$ cat src/drc_timing_regs.vh
// Register offsets, fields, reset values and timing counts of the compressor timing block
`ifndef COMPRESSOR_TIMING_REGS_VH
`define COMPRESSOR_TIMING_REGS_VH
`define CTRL1_OFFSET 7'h44
`define HOLD_OFFSET 7'h45
`define ATK_DEC_OFFSET 7'h46
`define CTRL1_ENABLE_BIT 6
`define CTRL1_HYST_LSB 0
`define CTRL1_RESET 8'h03
`define HOLD_FIELD_LSB 3
`define HOLD_RESET 8'h38
`define HOLD_WMASK 8'h78
`define ATK_DEC_RESET 8'h00
`define HOLD_CODE_OFF 4'h0
`define HOLD_BASE_SHIFT 5
`define HOLD_MAX_CODE_COUNT 18'h28000
`define HOLD_CODE_1101_COUNT 18'h20000
`define HOLD_CODE_1010_COUNT 18'h04000
`define HOLD_CODE_1100_COUNT 18'h02000
`define HOLD_CODE_1011_COUNT 18'h0022c
`define HOLD_CODE_1001_COUNT 18'h02000
`define HOLD_CODE_1110_COUNT 18'h20000
`define ATTACK_BASE_SHIFT 20
`define DECAY_BASE_SHIFT 12
`endif

$ cat src/hold_time_decode.v
// Hold-time code to sample-period count decoder
`timescale 1ns/1ps
`default_nettype none
`include "drc_timing_regs.vh"
module hold_time_decode
(
    input wire [3:0] code_i,
    output reg [17:0] count_o
);
    always @*
    begin
        case (code_i)
            4'h0: count_o = 18'h00000;
            4'h1, 4'h2, 4'h3, 4'h4, 4'h5, 4'h6, 4'h7, 4'h8:
                count_o = 18'h00001 << (code_i + 4'h4);
            4'h9: count_o = `HOLD_CODE_1001_COUNT;
            4'ha: count_o = `HOLD_CODE_1010_COUNT;
            4'hb: count_o = `HOLD_CODE_1011_COUNT;
            4'hc: count_o = `HOLD_CODE_1100_COUNT;
            4'hd: count_o = `HOLD_CODE_1101_COUNT;
            4'he: count_o = `HOLD_CODE_1110_COUNT;
            default: count_o = `HOLD_MAX_CODE_COUNT;
        endcase
    end
endmodule // hold_time_decode
`default_nettype wire

$ cat src/dynamic_range_compressor_timing.v
// Compressor timing registers and per-sample gain step control
// Contract
// - Hold-time field sits in bits 6..3 of the hold register and resets to 0111 (2048 samples).
// - Hold code 0000 applies no hold interval.
// - Hold codes 0001..0111 give 32..2048 samples by doubling, and 1000 gives 4096.
// - Hold code 1111 gives 163840 samples and 1101 gives 131072.
// - Attack field is bits 7..4 of the third register, reset 0000, 4 dB halving per code.
// - Decay field is bits 3..0 of the third register, reset 0000, step 0.015625 dB over 2^code.
// - Enable bit of the first register turns the compressor on, reset off.
// - Two-bit hysteresis field selects 0..3 dB and resets to 11.
`timescale 1ns/1ps
`default_nettype none
`include "drc_timing_regs.vh"
module dynamic_range_compressor_timing
#(
    parameter GAIN_W = 24
)
(
    input wire clk_i,
    input wire rst_i,
    input wire reg_wr_i,
    input wire [6:0] reg_addr_i,
    input wire [7:0] reg_wdata_i,
    input wire sample_tick_i,
    input wire over_threshold_i,
    output reg [7:0] reg_rdata_o,
    output reg enable_o,
    output reg [1:0] hysteresis_o,
    output reg [GAIN_W-1:0] gain_reduction_o,
    output reg holding_o
);
    // Gain reduction is in dB scaled by 2^20, so 4 dB = 1<<22 and the
    // smallest decay step (2^-6/2^15 dB) is 2^-1 lsb: it truncates to zero.
    reg [7:0] ctrl1;
    reg [7:0] hold_reg;
    reg [7:0] atk_dec;
    reg [17:0] hold_cnt;
    wire [17:0] hold_len;
    wire [3:0] hold_code = hold_reg[6:3];
    wire [GAIN_W-1:0] attack_step;
    wire [GAIN_W-1:0] decay_step;
    reg [GAIN_W-1:0] next_gain;
    hold_time_decode u_hold
    (
        .code_i(hold_code),
        .count_o(hold_len)
    );
    assign attack_step = {{(GAIN_W-1){1'b0}}, 1'b1} << (5'd22 - {1'b0, atk_dec[7:4]});
    assign decay_step = {{(GAIN_W-1){1'b0}}, 1'b1} << (5'd14 - {1'b0, atk_dec[3:0]});
    always @(posedge clk_i)
    begin
        if (rst_i)
        begin
            ctrl1 <= `CTRL1_RESET;
            hold_reg <= `HOLD_RESET;
            atk_dec <= `ATK_DEC_RESET;
        end
        else if (reg_wr_i)
        begin
            if (reg_addr_i == `CTRL1_OFFSET)
                ctrl1 <= reg_wdata_i & 8'h43;
            if (reg_addr_i == `HOLD_OFFSET)
                hold_reg <= reg_wdata_i & `HOLD_WMASK;
            if (reg_addr_i == `ATK_DEC_OFFSET)
                atk_dec <= reg_wdata_i;
        end
    end
    always @*
    begin
        next_gain = gain_reduction_o;
        if (over_threshold_i)
        begin
            if ({1'b0, gain_reduction_o} + {1'b0, attack_step} > {1'b0, {GAIN_W{1'b1}}})
                next_gain = {GAIN_W{1'b1}};
            else
                next_gain = gain_reduction_o + attack_step;
        end
        else if (hold_cnt == 18'h00000)
        begin
            if (gain_reduction_o > decay_step)
                next_gain = gain_reduction_o - decay_step;
            else
                next_gain = {GAIN_W{1'b0}};
        end
    end
    always @(posedge clk_i)
    begin
        if (rst_i)
        begin
            reg_rdata_o <= 8'h00;
            enable_o <= 1'b0;
            hysteresis_o <= 2'b11;
            gain_reduction_o <= {GAIN_W{1'b0}};
            hold_cnt <= 18'h00000;
            holding_o <= 1'b0;
        end
        else
        begin
            enable_o <= ctrl1[`CTRL1_ENABLE_BIT];
            hysteresis_o <= ctrl1[1:0];
            holding_o <= (hold_cnt != 18'h00000);
            case (reg_addr_i)
                `CTRL1_OFFSET: reg_rdata_o <= ctrl1;
                `HOLD_OFFSET: reg_rdata_o <= hold_reg;
                `ATK_DEC_OFFSET: reg_rdata_o <= atk_dec;
                default: reg_rdata_o <= 8'h00;
            endcase
            if (!ctrl1[`CTRL1_ENABLE_BIT])
            begin
                gain_reduction_o <= {GAIN_W{1'b0}};
                hold_cnt <= 18'h00000;
            end
            else if (sample_tick_i)
            begin
                gain_reduction_o <= next_gain;
                if (over_threshold_i)
                    hold_cnt <= hold_len;
                else if (hold_cnt != 18'h00000)
                    hold_cnt <= hold_cnt - 18'h00001;
            end
        end
    end
endmodule // dynamic_range_compressor_timing
`default_nettype wire

$ cat config.mk
export PLATFORM = sky130hd
export DESIGN_NAME = dynamic_range_compressor_timing
export DESIGN_NICKNAME = d
export VERILOG_FILES = /design/src/hold_time_decode.v /design/src/dynamic_range_compressor_timing.v
export VERILOG_INCLUDE_DIRS = /design/src /design/src/src
export SDC_FILE = /design/constraint.sdc
export NUM_CORES = 1
export LEC_CHECK = 0
export ABC_AREA = 1
export BUFFER_PORTS_ARGS = -buffer_cell sky130_fd_sc_hd__buf_2
export CAP_MARGIN = 20
export CORE_MARGIN = 2
export CORE_UTILIZATION = 30
export CTS_BUF_LIST = sky130_fd_sc_hd__clkbuf_2
export DETAILED_ROUTE_END_ITERATION = 7
export GPL_ROUTABILITY_DRIVEN = 0
export GPL_TIMING_DRIVEN = 0
export PLACE_DENSITY = 0.49
export SYNTH_ARGS = -nofsm -noshare
export SYNTH_HDL_FRONTEND = slang
export SYNTH_SLANG_ARGS = --single-unit
$ cat constraint.sdc
create_clock -name clk_i -period 6.9 [get_ports clk_i]
set_input_delay 1.38 -clock clk_i [delete_from_list [all_inputs] [get_ports clk_i]]
set_output_delay 1.38 -clock clk_i [all_outputs]
set_load 0.1 [all_outputs]
== Word-level counts from Yosys, hierarchy flattened ==
Index checks and enable logic that the tools add are counted.

* Reduce and logical (&&, ||, !) cells: 14
* Multiplexer cells: 8
* Add/sub/neg operators: 7
* Shifts and indexed selects: 3
* Eq/ne operators: 17
* Bitwise gates (word level): 1
* $lt $le $gt $ge: 2

{| class="wikitable"
|+ Operators by type and width
! kind !! number
|-
| case mux 18 bit (6 select lines) || 1
|-
| 2-to-1 mux 24 bit || 4
|-
| << shifter 1 x 5 -> 24 bit, first input constant || 2
|-
| 2-to-1 mux 18 bit || 2
|-
| equality test 4 bit, second input constant || 7
|-
| adder 24 x 24 -> 25 bit || 1
|-
| greater-than comparator 25 x 24 -> 1 bit, second input constant || 1
|-
| adder 24 bit || 1
|-
| greater-than comparator 24 bit || 1
|-
| case mux 8 bit (3 select lines) || 1
|-
| subtractor 24 bit || 1
|-
| equality test 7 bit, second input constant || 3
|-
| zero test 18 bit || 1
|-
| nonzero test 18 bit || 1
|-
| << shifter 1 x 4 -> 18 bit, first input constant || 1
|-
| subtractor 18 x 1 -> 18 bit, second input constant || 1
|-
| equality test 4 x 3 -> 1 bit, second input constant || 4
|-
| AND reduction 2 bit || 5
|-
| equality test 4 x 2 -> 1 bit, second input constant || 2
|-
| OR reduction 8 bit || 1
|-
| OR reduction 2 bit || 3
|-
| subtractor 4 x 4 -> 5 bit, first input constant || 1
|-
| subtractor 5 x 4 -> 5 bit, first input constant || 1
|-
| adder 4 x 3 -> 4 bit, second input constant || 1
|-
| 4 further kinds || 5
|}

* Output and inout port bits: 36
* Logic and storage cells: 61
* Bits in registers: 69
* Bits of input ports: 20

== Longest topological paths before layout ==
Gate-level depths: netlist (run 1).

* Depth after elaboration: 6
* Depth in mapped cells: 20
* Depth with buffers taken out: 20

== Modules after synthesis ==
From an unflattened synthesis (run 1), not the netlist that was laid out.

* Cell total of the unflattened synthesis: 1345
* Area total of the unflattened synthesis: 7521.0 um^2

{| class="wikitable"
|+ Modules (own cells, without submodules)
! module !! sequential area each (um^2) !! times used !! cells each !! area each (um^2)
|-
| dynamic_range_compressor_timing || 1381.3 || 1 || 1256 || 7090.6
|-
| hold_time_decode || 0.0 || 1 || 89 || 430.4
|}

== Least setup slack after synthesis (run 1) ==
Ideal clock, no wire load.

* Path type: flip-flop to flip-flop
* Start point: register gain_reduction_o[0]
* End point: register gain_reduction_o[9]
* Arrival: 2.611 ns
* Slack: 4.213 ns
* Required time: 6.825 ns
* Buffers on the path: 1
* Setup time: 0.075 ns
* Stages on the path, launching flop included: 16
* Clock period less this slack: 2.687 ns
* Path through: dfxtp_1 inv_1 ha_1 inv_1 fa_1 nand3_1 nand3_2 nand2_1 nand2_2 nand2_1 nand3_2 nand2_4 inv_6 buf_6 nand2_1 a31oi_2

* Longest elaborated chain between the ends: 4
* Elaborated cells between the ends (all ways): 9
* Those cells by class: add/sub: 3; order compare: 2; mux: 4

{| class="wikitable"
|+ RTL lines
! what !! line !! RTL
|-
| start, declared || dynamic_range_compressor_timing.v:29 || <nowiki>output reg [GAIN_W-1:0] gain_reduction_o,</nowiki>
|-
| start signal, assigned || dynamic_range_compressor_timing.v:93 || <nowiki>gain_reduction_o <= {GAIN_W{1'b0}};</nowiki>
|-
| start signal, assigned || dynamic_range_compressor_timing.v:110 || <nowiki>gain_reduction_o <= {GAIN_W{1'b0}};</nowiki>
|-
| start signal, assigned || dynamic_range_compressor_timing.v:115 || <nowiki>gain_reduction_o <= next_gain;</nowiki>
|-
| adder 24 x 24 -> 25 bit (tied with other cells) || dynamic_range_compressor_timing.v:73 || <nowiki>if ({1'b0, gain_reduction_o} + {1'b0, attack_step} > {1'b0, {GAIN_W{1'b1}}})</nowiki>
|-
| greater-than comparator 25 x 24 -> 1 bit / 2-to-1 mux 24 bit (equally long branches) || dynamic_range_compressor_timing.v:73, dynamic_range_compressor_timing.v:80 ||
|-
| 2-to-1 mux 24 bit (on tied branches) || dynamic_range_compressor_timing.v:73, dynamic_range_compressor_timing.v:78 ||
|-
| 2-to-1 mux 24 bit * || dynamic_range_compressor_timing.v:71 || <nowiki>if (over_threshold_i)</nowiki>
|}

Every way passes the cells marked *; elsewhere a longest branch is shown, timed or not. The select of a mux whose other input is x is not followed.
A chain may end at the register's enable or synchronous reset.

== Worst setup path after layout (run 1) ==
* Start point: register atk_dec[7]
* End point: register gain_reduction_o[2]

* Longest elaborated chain between the ends: 6
* Elaborated cells between the ends (all ways): 7
* Those cells by class: add/sub: 3; order compare: 1; shift: 1; mux: 2

{| class="wikitable"
|+ RTL lines
! what !! line !! RTL
|-
| start, declared || dynamic_range_compressor_timing.v:36 || <nowiki>reg [7:0] atk_dec;</nowiki>
|-
| start signal, assigned || dynamic_range_compressor_timing.v:56 || <nowiki>atk_dec <= `ATK_DEC_RESET;</nowiki>
|-
| start signal, assigned || dynamic_range_compressor_timing.v:65 || <nowiki>atk_dec <= reg_wdata_i;</nowiki>
|-
| subtractor 5 x 4 -> 5 bit * || dynamic_range_compressor_timing.v:48 || <nowiki>assign attack_step = {{(GAIN_W-1){1'b0}}, 1'b1} << (5'd22 - {1'b0, atk_dec[7:4]});</nowiki>
|-
| << shifter 1 x 5 -> 24 bit * || dynamic_range_compressor_timing.v:48 ||
|-
| adder 24 x 24 -> 25 bit || dynamic_range_compressor_timing.v:73 ||
|-
| greater-than comparator 25 x 24 -> 1 bit || dynamic_range_compressor_timing.v:73 ||
|-
| 2-to-1 mux 24 bit * || dynamic_range_compressor_timing.v:73 ||
|-
| 2-to-1 mux 24 bit * || dynamic_range_compressor_timing.v:71 ||
|}

Every way passes the cells marked *; elsewhere a longest branch is shown, timed or not.

==> impl_results.md, run 1 <==
- Max Freq: 312 MHz
- Hold Vio Cnt, Final: 0
- Nets@finish: 1,457
- Worst VDD drop: 63.3 uV
- Ports: 56
- Slew HR: 53.0%
- Status: complete, no violations
- CTS tree: yes
- Top Registers: gain_reduction_o (24), hold_cnt (18)
- Total power: 0.742 mW
- Critical Path RT: 7.36 ns
- Power Density: 91.0 nW/um^2
- FP Rows: 57
- First-pass detailed-route iteration total: 5
- Fin Setup TNS: 0 ns
- Biggest register: gain_reduction_o
- Cells after synthesis: 1,301
- Critical R2R Launch: atk_dec[7]
- Most frequent cells in the layout: nand2_1 (411), inv_1 (221), nor2_1 (146), nand3_1 (84), dfxtp_1 (69)
- Net switching power: ~0.23 mW
- Critical Path AT: 3.67 ns
- Antenna violations before repair: 1
- Placed cell area: around 8000 sq um
- Syn Area/Cell: around 5.6 sq um
- Synth top area cells: nand2_1 (21%), dfxtp_1 (19%), inv_1 (11%)
- Final WL: 24,800 microns
- Share of layout cells above drive strength 1: around 8.4%
- Routed Antenna Nets: 0
- Minimum clock period: 3.21 ns
- R2r setup slk: 3.69 ns
- Number of global-route vias before repair: around 7,400
- Sequential share of the synthesized area: 18.9%
- DR DRC count: 0
- Crit share post-route: between 40 and 50%
- Iter 0 DRT Violations: 556
- Synth Warn #: 0
- Clock skew: 0.0709 ns
- Die height: roughly 160 microns
- Post-synth design cell area: 7300 sq um
- Synth Flop Type: dfxtp_1
- RSZ-0062 raised after global routing: no
- FF+latch count, synth: between 60 and 70
- Worst setup startpoint: atk_dec[7]
- Min-delay worst type: reg2reg
- Crit end category: flop
- Placeable Area: 24,100 sq um
- Multi-input gate area: a little under 5000 sq um
- Resize count post-CTS: 0
- Hold_buf cts: 0
- Max clock buf depth: 2
- # setup viols final: 0
- Setup CP Type: reg2reg
- CTS clock-pin slew for the worst setup and hold paths: 0.28 ns
- Ys async rst share: 0%
- Routed vias/inst: about 4.7
- Final instance area: 8160 sq um
- DP HPWL: ~21,000 microns
- Leak: 4.51 nW
- Flop pwr share: 54.0%
- First-pass GRT wire length: 38,700 microns
- Worst setup SP type: flop
- Largest register FFs: 24
- Largest net degree at the start of global routing: 14
- Root Driver: clkbuf_2
- GR Util All Layers: 19.2%
- Skew-Pair Late Insertion Delay: 0.58 ns
- Slew of the pin with the lowest slew margin: 0.705 ns
- FILL cells: 2,894
- Number of clock sinks: 69
- Area leader, netlist: nand2_1
- Synth top area share: a little over a fifth
- Clk pwr share: 34.5%
- Via count: 8,061
- Max-slew violations: 0
- Min-delay src: ctrl1[1]
- Setup repair bufs after CTS: 0
- Comb power frac: roughly 11%
- Grt ovf: 0
- P_int: slightly above 0.5 mW
- H-tree depth: 3
- Commonest non-fill, non-tap cell in the layout: nand2_1
- EDFF count, synth: 0
- Unique cell type count in the Yosys netlist: 42
- Die area: 25,600 sq um
- Port Buf Inserts: 54
- Wirelength per Cell: 14.5 microns
- Synth-to-layout area growth: 11.8%
- Worst Path Max Fanout: 10
- Die X: 160 microns
- Max_cap viols: 0
- Area occupied by registers: 1380 sq um
- Initial Util: 30.3%
- CTS Buf Count: 9
- Sw frac: slightly above 30%
## power groups by stage
stage          Combinational, mW  Clock, mW  Sequential [mW]
3_3_place_gp              0.0846          0            0.409
4_1_cts                   0.0849      0.263            0.401
3_5_place_dp              0.0846          0            0.409
2_1_floorplan             0.0556          0            0.410
6_report                  0.0849      0.256            0.401
5_1_grt                   0.0963      0.284            0.402
## worst max-delay path, stage by stage, from the launching register on
cell and delay, ns:
dfxtp_1 0.38, clkbuf_1 0.34, clkinv_1 0.40, nor2_1 0.19, ha_1 0.30, nand2_1 0.17, inv_1 0.05, nand2_1 0.06
nand2_1 0.07, nand2_1 0.07, nand2_1 0.06, nand2_1 0.08, nand3_1 0.16, buf_4 0.22, o21ai_0 0.29, o211ai_1 0.14
nand2_1 0.08, inv_1 0.03
## metal layers
metal	GRT usage, %	wire length [microns]	part of all wire, %	vias to the layer above
li1	-	-	-	4267
met1	25.9	12100	49	3616
met2	32.2	11400	46	145
met3	2.13	799	3.2	33
met4	5.53	522	2.1	0
met5	0	0	0	-
## final cells by class
class | count | area share (%)
inverters | 230 | 10.6
plain buffers | 28 | 1.72
clock inverters | 7 | 0.904
flip-flops and latches | 69 | 16.9
clock buffers | 9 | 0.552
multi-input cells | 990 | 60.9
repair buffers | 54 | 3.31
diodes | 3 | 0.0920
well taps | 324 | 4.97
## worst paths after layout
| kind | endpoint | cells past startpoint |
|---|---|---|
| worst min register to register | hysteresis_o[1] | 1 |
| worst max-delay path | gain_reduction_o[2] | 17 |
| worst min-delay path | hysteresis_o[1] | 1 |
| worst max register to register | gain_reduction_o[2] | 17 |
## Yosys cell counts, types with 4 or more instances
master / n
xnor2_1: 10
clkbuf_1: 17
buf_2: 4
o21bai_1: 4
ha_1: 53
a21oi_1: 67
o21ai_0: 59
nand3_2: 4
nand3_1: 84
o21ai_1: 14
dfxtp_1: 69
nor3_1: 15
nor2_2: 6
buf_4: 6
nand2_2: 5
nand4_1: 31
xor2_1: 16
inv_2: 7
nor2_1: 146
inv_1: 221
nand2_1: 411
a31oi_1: 17
o211ai_1: 4
## logic make-up after synthesis
| logic type | after synthesis | synth area share [%] |
|---|---|---|
| other | 2 | 0.103 |
| buffers and inverters | 258 | 13.8 |
| AND/OR/NAND/NOR | 713 | 40.8 |
| AO/OA/AOI/OAI | 178 | 13.6 |
| flip-flops | 69 | 18.9 |
| XOR/XNOR | 26 | 3.12 |
| adder cells (fa/ha/maj) | 55 | 9.63 |
## metrics by stage
step                std cells  setup WS, ns  hold slack, ns  utilization [%]
finish                   1714          3.69           0.463             33.9
global route             1714          3.44           0.505             33.9
CTS                      1711          3.66           0.471             33.8
detailed placement       1695          3.68           0.458             33.3
global placement         1695          3.72           0.461             33.3
floorplan                1317          4.21           0.441                -
Note: power is estimated with default switching activity, not from simulation.
==> inputs of run 2 (changes only) <==
Settings changed: ABC_AREA 1 to 0.
Clock period 6.9 ns to 3.35 ns, I/O delays scaled along.
==> run 2 against run 1 <==
Compared with the run above:
- via count shrank 26%
- critical path type unchanged
- die area shrank 20%
- sequential share of layout area grew 3.3 points
- largest cell class unchanged
- first-iteration DRC count shrank 30%
- critical path depth shrank 5
- sequential power grew 110%
- combinational power grew 100%
- largest power group unchanged
- global-route usage shrank 0.61 points
==> impl_results.md, run 2 <==
- CTS clock-pin slew for the worst setup and hold paths: 0.26 ns (-0.02 ns)
- R2r setup slk: 0.06 ns (-3.63 ns)
- Status: complete, no violations
- Routed length on met3: 847 microns (+6.0%)
- Ys async rst share: 0% (unchanged)
- Max_cap viols: 0 (unchanged)
- Final std cells w/o fill: 1,125 (-34%)
- Slew of the pin with the lowest slew margin: 0.855 ns (+0.149 ns)
- End of the critical path: gain_reduction_o[21]
- Synth-to-layout area growth: 18.6%
- Placed cell area: 6470 sq um (-19%)
- Final hold slack: 0.284 ns (-0.179 ns)
- Placeable Area: 18,900 sq um (-22%)
- Most frequent cells in the layout: nor2_1 (82), o21ai_0 (76), a21oi_1 (63), dfxtp_1 (60)
- WL met2: 8510 microns (-25%)
- Top Registers: gain_reduction_o (24), hold_cnt (18)
- Worst setup SP type: flop
- Synth top area cells: dfxtp_1 (24%), ha_1 (11%), o21ai_0 (6.7%)
- Metal-1 WL: 9580 microns (-21%)
- Setup CP Type: reg2reg
- Final WL: 19,200 microns (-23%)
- Hold Vio Cnt, Final: 0 (unchanged)
- Nets@finish: 933 (-36%)
- Worst path bufs/invs: 3 (-2)
- RSZ-0062 raised after global routing: yes
- # setup viols final: 0 (unchanged)
- First-pass detailed-route iteration total: 5 (unchanged)
- Ports: 56 (unchanged)
- Post-synth design cell area: 5820 sq um (-20%)
- Flop pwr share: 55.2% (+1.2 points)
- Number of clock sinks: 69 (unchanged)
- H-tree depth: 3 (unchanged)
- Fin Setup TNS: 0 ns (unchanged)
- Max-slew violations: 0 (unchanged)
- Root Driver: clkbuf_2
- EDFF count, synth: 0 (unchanged)
- Crit-path cells: inv_2 -> ha_4 -> or4b_4 -> nand2b_4 -> or3_4 -> or4_4 -> nor4_4 -> buf_4 -> o21a_4 -> clkbuf_16 -> a31oi_2 -> a21oi_1
- Largest net degree at the start of global routing: 15 (+1)
- Routed Antenna Nets: 0 (unchanged)
- Grt ovf: 0 (unchanged)
- P_int: 1.00 mW (+96%)
- Sequential share of the synthesized area: 23.7% (+4.8 points)
- Via count: 5,948 (-26%)
- Synth Warn #: 0 (unchanged)
- CP Depth: 12 (-5)
- Clk pwr share: 33.2% (-1.3 points)
- Share of layout cells above drive strength 1: 16.7% (+8.3 points)
- Hold depth: 3 (+2)
- Worst VDD drop: 90.8 uV (+43%)
- Clock skew: 0.0581 ns (-0.0128 ns)
- Cells after synthesis: 765 (-41%)
- Skew-Pair Late Insertion Delay: 0.64 ns (+0.06 ns)
- DR DRC count: 0 (unchanged)
- Leak: 3.01 nW (-33%)
- Comb power frac: 11.6% (+0.2 points)
- Die height: 143 microns (-10%)
- Area leader, netlist: dfxtp_1
- Critical R2R Launch: hold_cnt[0]
- Dpl ws: -1.04 ns (-4.72 ns)
- Unique cell type count in the Yosys netlist: 73 (+74%)
- Worst Path Max Fanout: 7 (-3)
- Minimum clock period: 3.29 ns (+0.0824 ns)
- Wirelength per Cell: 17.1 microns (+18%)
- Critical Path Max Stage Delay: 0.53 ns (+0.13 ns)
- First-pass GRT wire length: 29,700 microns (-23%)
- Antenna violations before repair: 1 (unchanged)
- Largest register FFs: 24 (unchanged)
- Die area: 20,500 sq um (-20%)
- Cells after DPL: 1,094 (-35%)
- Most frequent cell after synthesis: nor2_1
- Leading cell types by count after synthesis: nor2_1 (83), o21ai_0 (78), dfxtp_1 (69)
- CTS tree: yes
- Port Buf Inserts: 53 (-1.9%)
- Commonest non-fill, non-tap cell in the layout: nor2_1
- Routed vias/inst: 5.29 (+12%)
- DP HPWL: 14,400 microns (-32%)
- FP Rows: 50 (-12%)
- Hold_buf cts: 0 (unchanged)
- Critical Path AT: 3.82 ns (+0.15 ns)
- FF+latch count, synth: 69 (unchanged)
- Slew HR: 42.3% (-11 points)
- Sw frac: 33.0% (+1.8 points)
- Worst setup startpoint: hold_cnt[0]
- Critical Path RT: 3.88 ns (-3.48 ns)
- Net switching power: 0.493 mW (+110%)
- Top Metal Used: met4
- Iter 0 DRT Violations: 387 (-30%)
- Reg-to-Reg End: gain_reduction_o[21]
- Crit end category: flop
- Synth Flop Type: dfxtp_1
- Number of global-route vias before repair: 5,450 (-26%)
- Worst path slowest cell: or4_4
- Synth top area share: 23.7% (+2.6 points)
- Min-delay worst type: in2reg
- Top delay family on crit path: simple AND/OR/NAND/NOR gates
- Biggest register: gain_reduction_o
- Final instance area: 6910 sq um (-15%)
- CTS Buf Count: 9 (unchanged)
- Worst R2R Path Depth: 12 (-5)
- Die X: 143 microns (-10%)
- Max clock buf depth: 2 (unchanged)
- Power Density: 216 nW/um^2 (+140%)
- Initial Util: 30.8% (+0.54 points)
- GR Util All Layers: 18.6% (-0.61 points)
- Setup WS post-layout: 0.0584 ns (-3.63 ns)
- Syn Area/Cell: 7.61 sq um (+36%)
- Crit share post-route: 98.3% (+52 points)
- Max Freq: 304 MHz (-2.5%)
-- run 2: worst min-delay path by stage --
stage | from | to | slack [ns]
6_report | reg_wdata_i[7] | atk_dec[7] | 0.28
5_1_grt | reg_wdata_i[7] | atk_dec[7] | 0.27
4_1_cts | reg_wdata_i[7] | atk_dec[7] | 0.25
3_5_place_dp | ctrl1[0] | hysteresis_o[0] | 0.47
3_3_place_gp | ctrl1[0] | hysteresis_o[0] | 0.47
2_1_floorplan | ctrl1[0] | hysteresis_o[0] | 0.44
-- run 2: worst register-to-register path: stages, from the launching register on --
cell and delay (ns):
dfxtp_2 0.38, inv_2 0.08, ha_4 0.15, or4b_4 0.48, nand2b_4 0.18, or3_4 0.39, or4_4 0.53, nor4_4 0.17
buf_4 0.20, o21a_4 0.25, clkbuf_16 0.19, a31oi_2 0.09, a21oi_1 0.13
-- run 2: stage by stage --
stage | utilization (%) | power, mW
final | 36.5 | 1.49
after global routing | 36.5 | 1.56
after CTS | 35.3 | 1.50
after detailed placement | 34.3 | 0.995
after global placement | 34.3 | 0.996
after floorplan | - | 0.946
-- run 2: per-layer routing --
| metal | vias to the layer above | track usage [%] |
|---|---|---|
| met5 | - | 0 |
| met4 | 0 | 5.37 |
| met3 | 18 | 2.20 |
| met2 | 132 | 29.7 |
| met1 | 2807 | 26.3 |
| li1 | 2991 | - |
-- run 2: area by class of cell --
cell class | count | area, sq um
Fill cell | 2074 | 12000
Antenna cell | 2 | 5.00
Timing Repair Buffer | 70 | 444
Multi-Input combinational cell | 650 | 4340
Sequential cell | 69 | 1400
Tap cell | 260 | 325
Clock buffer | 9 | 45.0
Inverter | 28 | 105
Buffer | 30 | 190
Clock inverter | 7 | 56.3
-- run 2: cell families after synthesis --
logic type | share of synthesized area (%)
mux | 2.92
xor+xnor | 5.41
flops | 23.7
fa+ha+maj | 12.1
simple gates | 21.5
compound gates | 29.5
buf+inv | 4.75
other cells | 0.129
-- run 2: what timing repair did --
item	4_1_cts	5_1_grt
cloned	0	2
pin swaps	1	8
setup endpoints to repair	40	38
resized for setup	21	30
hold endpoints to repair	0	0
buffers inserted	2	13
-- run 2: power groups by stage --
stage               Clock (mW)  Sequential, mW  Combinational [mW]
floorplan                    0           0.843               0.102
global placement             0           0.840               0.156
detailed placement           0           0.840               0.155
CTS                      0.517           0.825               0.157
global route             0.542           0.826               0.190
finish                   0.495           0.825               0.174
==> inputs of run 3 (changes only) <==
Settings changed: CTS_BUF_LIST sky130_fd_sc_hd__clkbuf_2 to sky130_fd_sc_hd__clkbuf_4, SYNTH_HIERARCHICAL set to 1.
==> run 3 against run 2 <==
Compared with the run above:
- total power rose by 11%
- largest power group unchanged
- setup slack better by 0.11 ns
- largest cell class unchanged
- sequential power down 0.5%
- first-iteration DRC count up 6.7%
- critical path depth grew 4
- area after synthesis increased by 6.3%
==> impl_results.md, run 3 <==
- Status: complete, no violations
- Biggest register: gain_reduction_o
- DR DRC count: 0 (unchanged)
- Final WL: 19,200 microns (about the same)
- Dpl ws: -0.581 ns (+0.458 ns)
- Min-delay worst type: in2reg
- Sequential share of the synthesized area: 22.3% (-1.4 points)
- Skew-Pair Late Insertion Delay: 0.47 ns (-0.17 ns)
- Wirelength per Cell: 16.0 microns (-6.1%)
- Area occupied by registers: 1400 sq um (about the same)
- Synth-to-layout area growth: 15.6%
- Worst path bufs/invs: 3 (unchanged)
- Port Buf Inserts: 53 (unchanged)
- Top Registers: gain_reduction_o (24), hold_cnt (18)
- Final std cells w/o fill: 1,198 (+6.5%)
- WL met2: 8540 microns (+0.32%)
- Setup CP Type: reg2reg
- P_int: 1.19 mW (+19%)
- Setup WS post-layout: 0.173 ns (+0.115 ns)
- First-pass GRT wire length: 31,100 microns (+4.8%)
- Placed cell area: 6850 sq um (+5.8%)
- Largest register FFs: 24 (unchanged)
- Minimum clock period: 3.18 ns (-0.115 ns)
- FILL cells: 2,195 (+5.8%)
- Top delay family on crit path: compound AO/OA/AOI/OAI gates
- Synth Warn #: 6 (+6)
- Antenna violations before repair: 0 (-1)
- Ys async rst share: 0% (unchanged)
- Worst Path Max Fanout: 4 (-3)
- Nets@finish: 1,000 (+7.2%)
- Cells after synthesis: 841 (+9.9%)
- Hold Vio Cnt, Final: 0 (unchanged)
- CTS Buf Count: 9 (unchanged)
- Placeable Area: 20,200 sq um (+7.1%)
- EDFF count, synth: 0 (unchanged)
- Iter 0 DRT Violations: 413 (+6.7%)
- Max_cap viols: 0 (unchanged)
- Worst VDD drop: 194 uV (+110%)
- Clock skew: 0.0209 ns (-0.0372 ns)
- Crit path top cell by count: a21oi_1
- GR Util All Layers: 18.0% (-0.58 points)
- Routed vias/inst: 5.17 (-2.2%)
- Clk pwr share: 40.8% (+7.6 points)
- Max Freq: 315 MHz (+3.6%)
- Multi-input gate area: 4640 sq um (+7.0%)
- Max-slew violations: 0 (unchanged)
- Number of global-route vias before repair: 5,828 (+6.9%)
- Synth Flop Type: dfxtp_1
- Slew HR: 53.0% (+11 points)
- Via count: 6,195 (+4.2%)
- Synth top area share: 22.3% (-1.4 points)
- Power Density: 232 nW/um^2 (+7.1%)
- Initial Util: 30.6% (-0.24 points)
- Die X: 148 microns (+3.0%)
- Most frequent cell after synthesis: nor2_1
- Synth top area cells: dfxtp_1 (22%), ha_1 (11%), nor2_1 (8.0%)
- Ports: 56 (unchanged)
- Net switching power: 0.465 mW (-5.6%)
- Leak: 3.09 nW (+2.8%)
- R2r setup slk: 0.17 ns (+0.11 ns)
- Unique cell type count in the Yosys netlist: 76 (+4.1%)
- Worst path slowest cell: dfxtp_4
- CTS tree: yes
- Die area: 21,800 sq um (+6.1%)
- Cells after DPL: 1,180 (+7.9%)
- Sw frac: 28.1% (-4.9 points)
- Worst setup SP type: flop
- Grt ovf: 0 (unchanged)
- First-pass detailed-route iteration total: 5 (unchanged)
- FP Rows: 52 (+4.0%)
- Root Driver: clkbuf_4
- H-tree depth: 3 (unchanged)
- Routed length on met3: 779 microns (-8.0%)
- Critical Path RT: 3.67 ns (-0.21 ns)
- Syn Area/Cell: 7.36 sq um (-3.3%)
- Crit end category: flop
- CTS clock-pin slew for the worst setup and hold paths: 0.13 ns (-0.13 ns)
- Flop pwr share: 49.5% (-5.7 points)
- Final hold slack: 0.440 ns (+0.155 ns)
- Max clock buf depth: 2 (unchanged)
- Leading cell types by count after synthesis: nor2_1 (132), o21ai_0 (80), dfxtp_1 (69)
- Die height: 148 microns (+3.0%)
- Number of clock sinks: 69 (unchanged)
- Crit share post-route: 94.8% (-3.4 points)
- Post-synth design cell area: 6190 sq um (+6.3%)
- Routed Antenna Nets: 0 (unchanged)
- Slew of the pin with the lowest slew margin: 0.704 ns (-0.151 ns)
- FF+latch count, synth: 69 (unchanged)
- Metal-1 WL: 9780 microns (+2.1%)
- Largest net degree at the start of global routing: 14 (-1)
- Area leader, netlist: dfxtp_1
- Critical Path AT: 3.49 ns (-0.33 ns)
- Comb power frac: 9.6% (-2.0 points)
- Share of layout cells above drive strength 1: 14.4% (-2.2 points)
- Antenna Cells: 0 (-2)
- Critical Path Max Stage Delay: 0.40 ns (-0.13 ns)
- Hold_buf cts: 0 (unchanged)
- Top Metal Used: met4
- Most frequent cells in the layout: nor2_1 (130), o21ai_0 (80), a21oi_1 (65), dfxtp_1 (61), buf_2 (57)
- Crit-path cells: nor2b_4 -> and3_1 -> ha_1 -> inv_1 -> fa_2 -> a211oi_2 -> o211ai_1 -> a41o_1 -> a31oi_4 -> nor3_1 -> o21ai_2 -> buf_4 -> buf_6 -> nor4b_1 -> a21oi_1 -> a21oi_1
- # setup viols final: 0 (unchanged)
- Commonest non-fill, non-tap cell in the layout: nor2_1
- Final instance area: 7160 sq um (+3.6%)
- DP HPWL: 15,200 microns (+5.8%)
[run 3: cell count changes in the layout (fill, tap and decap cells not counted), moves of 5 or more]
cell / delta
clkbuf_4: +8
a31oi_1: -12
nor2_1: +48
nor3_1: +10
clkbuf_1: +9
buf_4: -5
clkbuf_2: -10
[run 3: worst paths after layout]
kind | start | endpoint | depth (start not counted)
worst max-delay path | atk_dec[1] | gain_reduction_o[19] | 16
worst min-delay path | reg_wdata_i[2] | atk_dec[2] | 3
worst max register to register | atk_dec[1] | gain_reduction_o[19] | 16
worst min register to register | hold_cnt[6] | hold_cnt[6] | 2
[run 3: stage by stage]
stage	total power [mW]	TNS (ns)	utilization, %
4_1_cts	1.68	0	35.0
6_report	1.66	0	35.4
2_1_floorplan	0.948	0	-
5_1_grt	1.73	-0.0104	35.4
3_5_place_dp	0.998	-10.37	33.9
3_3_place_gp	0.999	-10.40	33.9
[run 3: final cells by class]
class	instances	share of cell area, %
clock buffer	10	1.05
buffer	40	2.64
tap	270	4.72
sequential	69	19.5
timing repair buffer	59	4.51
multi-input combinational	718	64.9
inverter	26	1.36
clock inverter	6	1.31
[run 3: kinds of logic (layout without fill, tap and decap cells)]
family | count (synthesis) | count (layout) | synth area share (%)
AOI/OAI and AO/OA | 273 | 273 | 29.0
xor gates and xnor gates | 38 | 38 | 5.38
adders and majority gates | 57 | 57 | 11.8
buffers and inverters | 70 | 141 | 4.67
DFF | 69 | 69 | 22.3
muxes | 15 | 15 | 2.43
other | 3 | 19 | 0.182
and+or+nand+nor | 316 | 316 | 24.3
[run 3: power groups by stage]
stage | combinational, mW | sequential (mW) | clock (mW)
floorplan | 0.105 | 0.843 | 0
global placement | 0.159 | 0.841 | 0
detailed placement | 0.158 | 0.841 | 0
CTS | 0.159 | 0.821 | 0.699
global route | 0.179 | 0.822 | 0.733
finish | 0.160 | 0.821 | 0.677
[run 3: metal layers]
metal	vias up	global-route usage, %
met5	-	0
met4	0	2.74
met3	8	3.15
met2	125	28.2
met1	2876	26.3
li1	3186	-
[run 3: tightest hold or removal path: cells and delay by family]
kind	cells	cell delay [ns]
and+or+nand+nor	1	0.08
muxes	1	0.05
buffers and inverters	1	0.07
[run 3: what timing repair did]
| action | in CTS | in global routing |
|---|---|---|
| setup buffers | 2 | 4 |
| resized for setup | 13 | 18 |
| pin swaps | 3 | 5 |
| endpoints found under the setup margin | 24 | 24 |
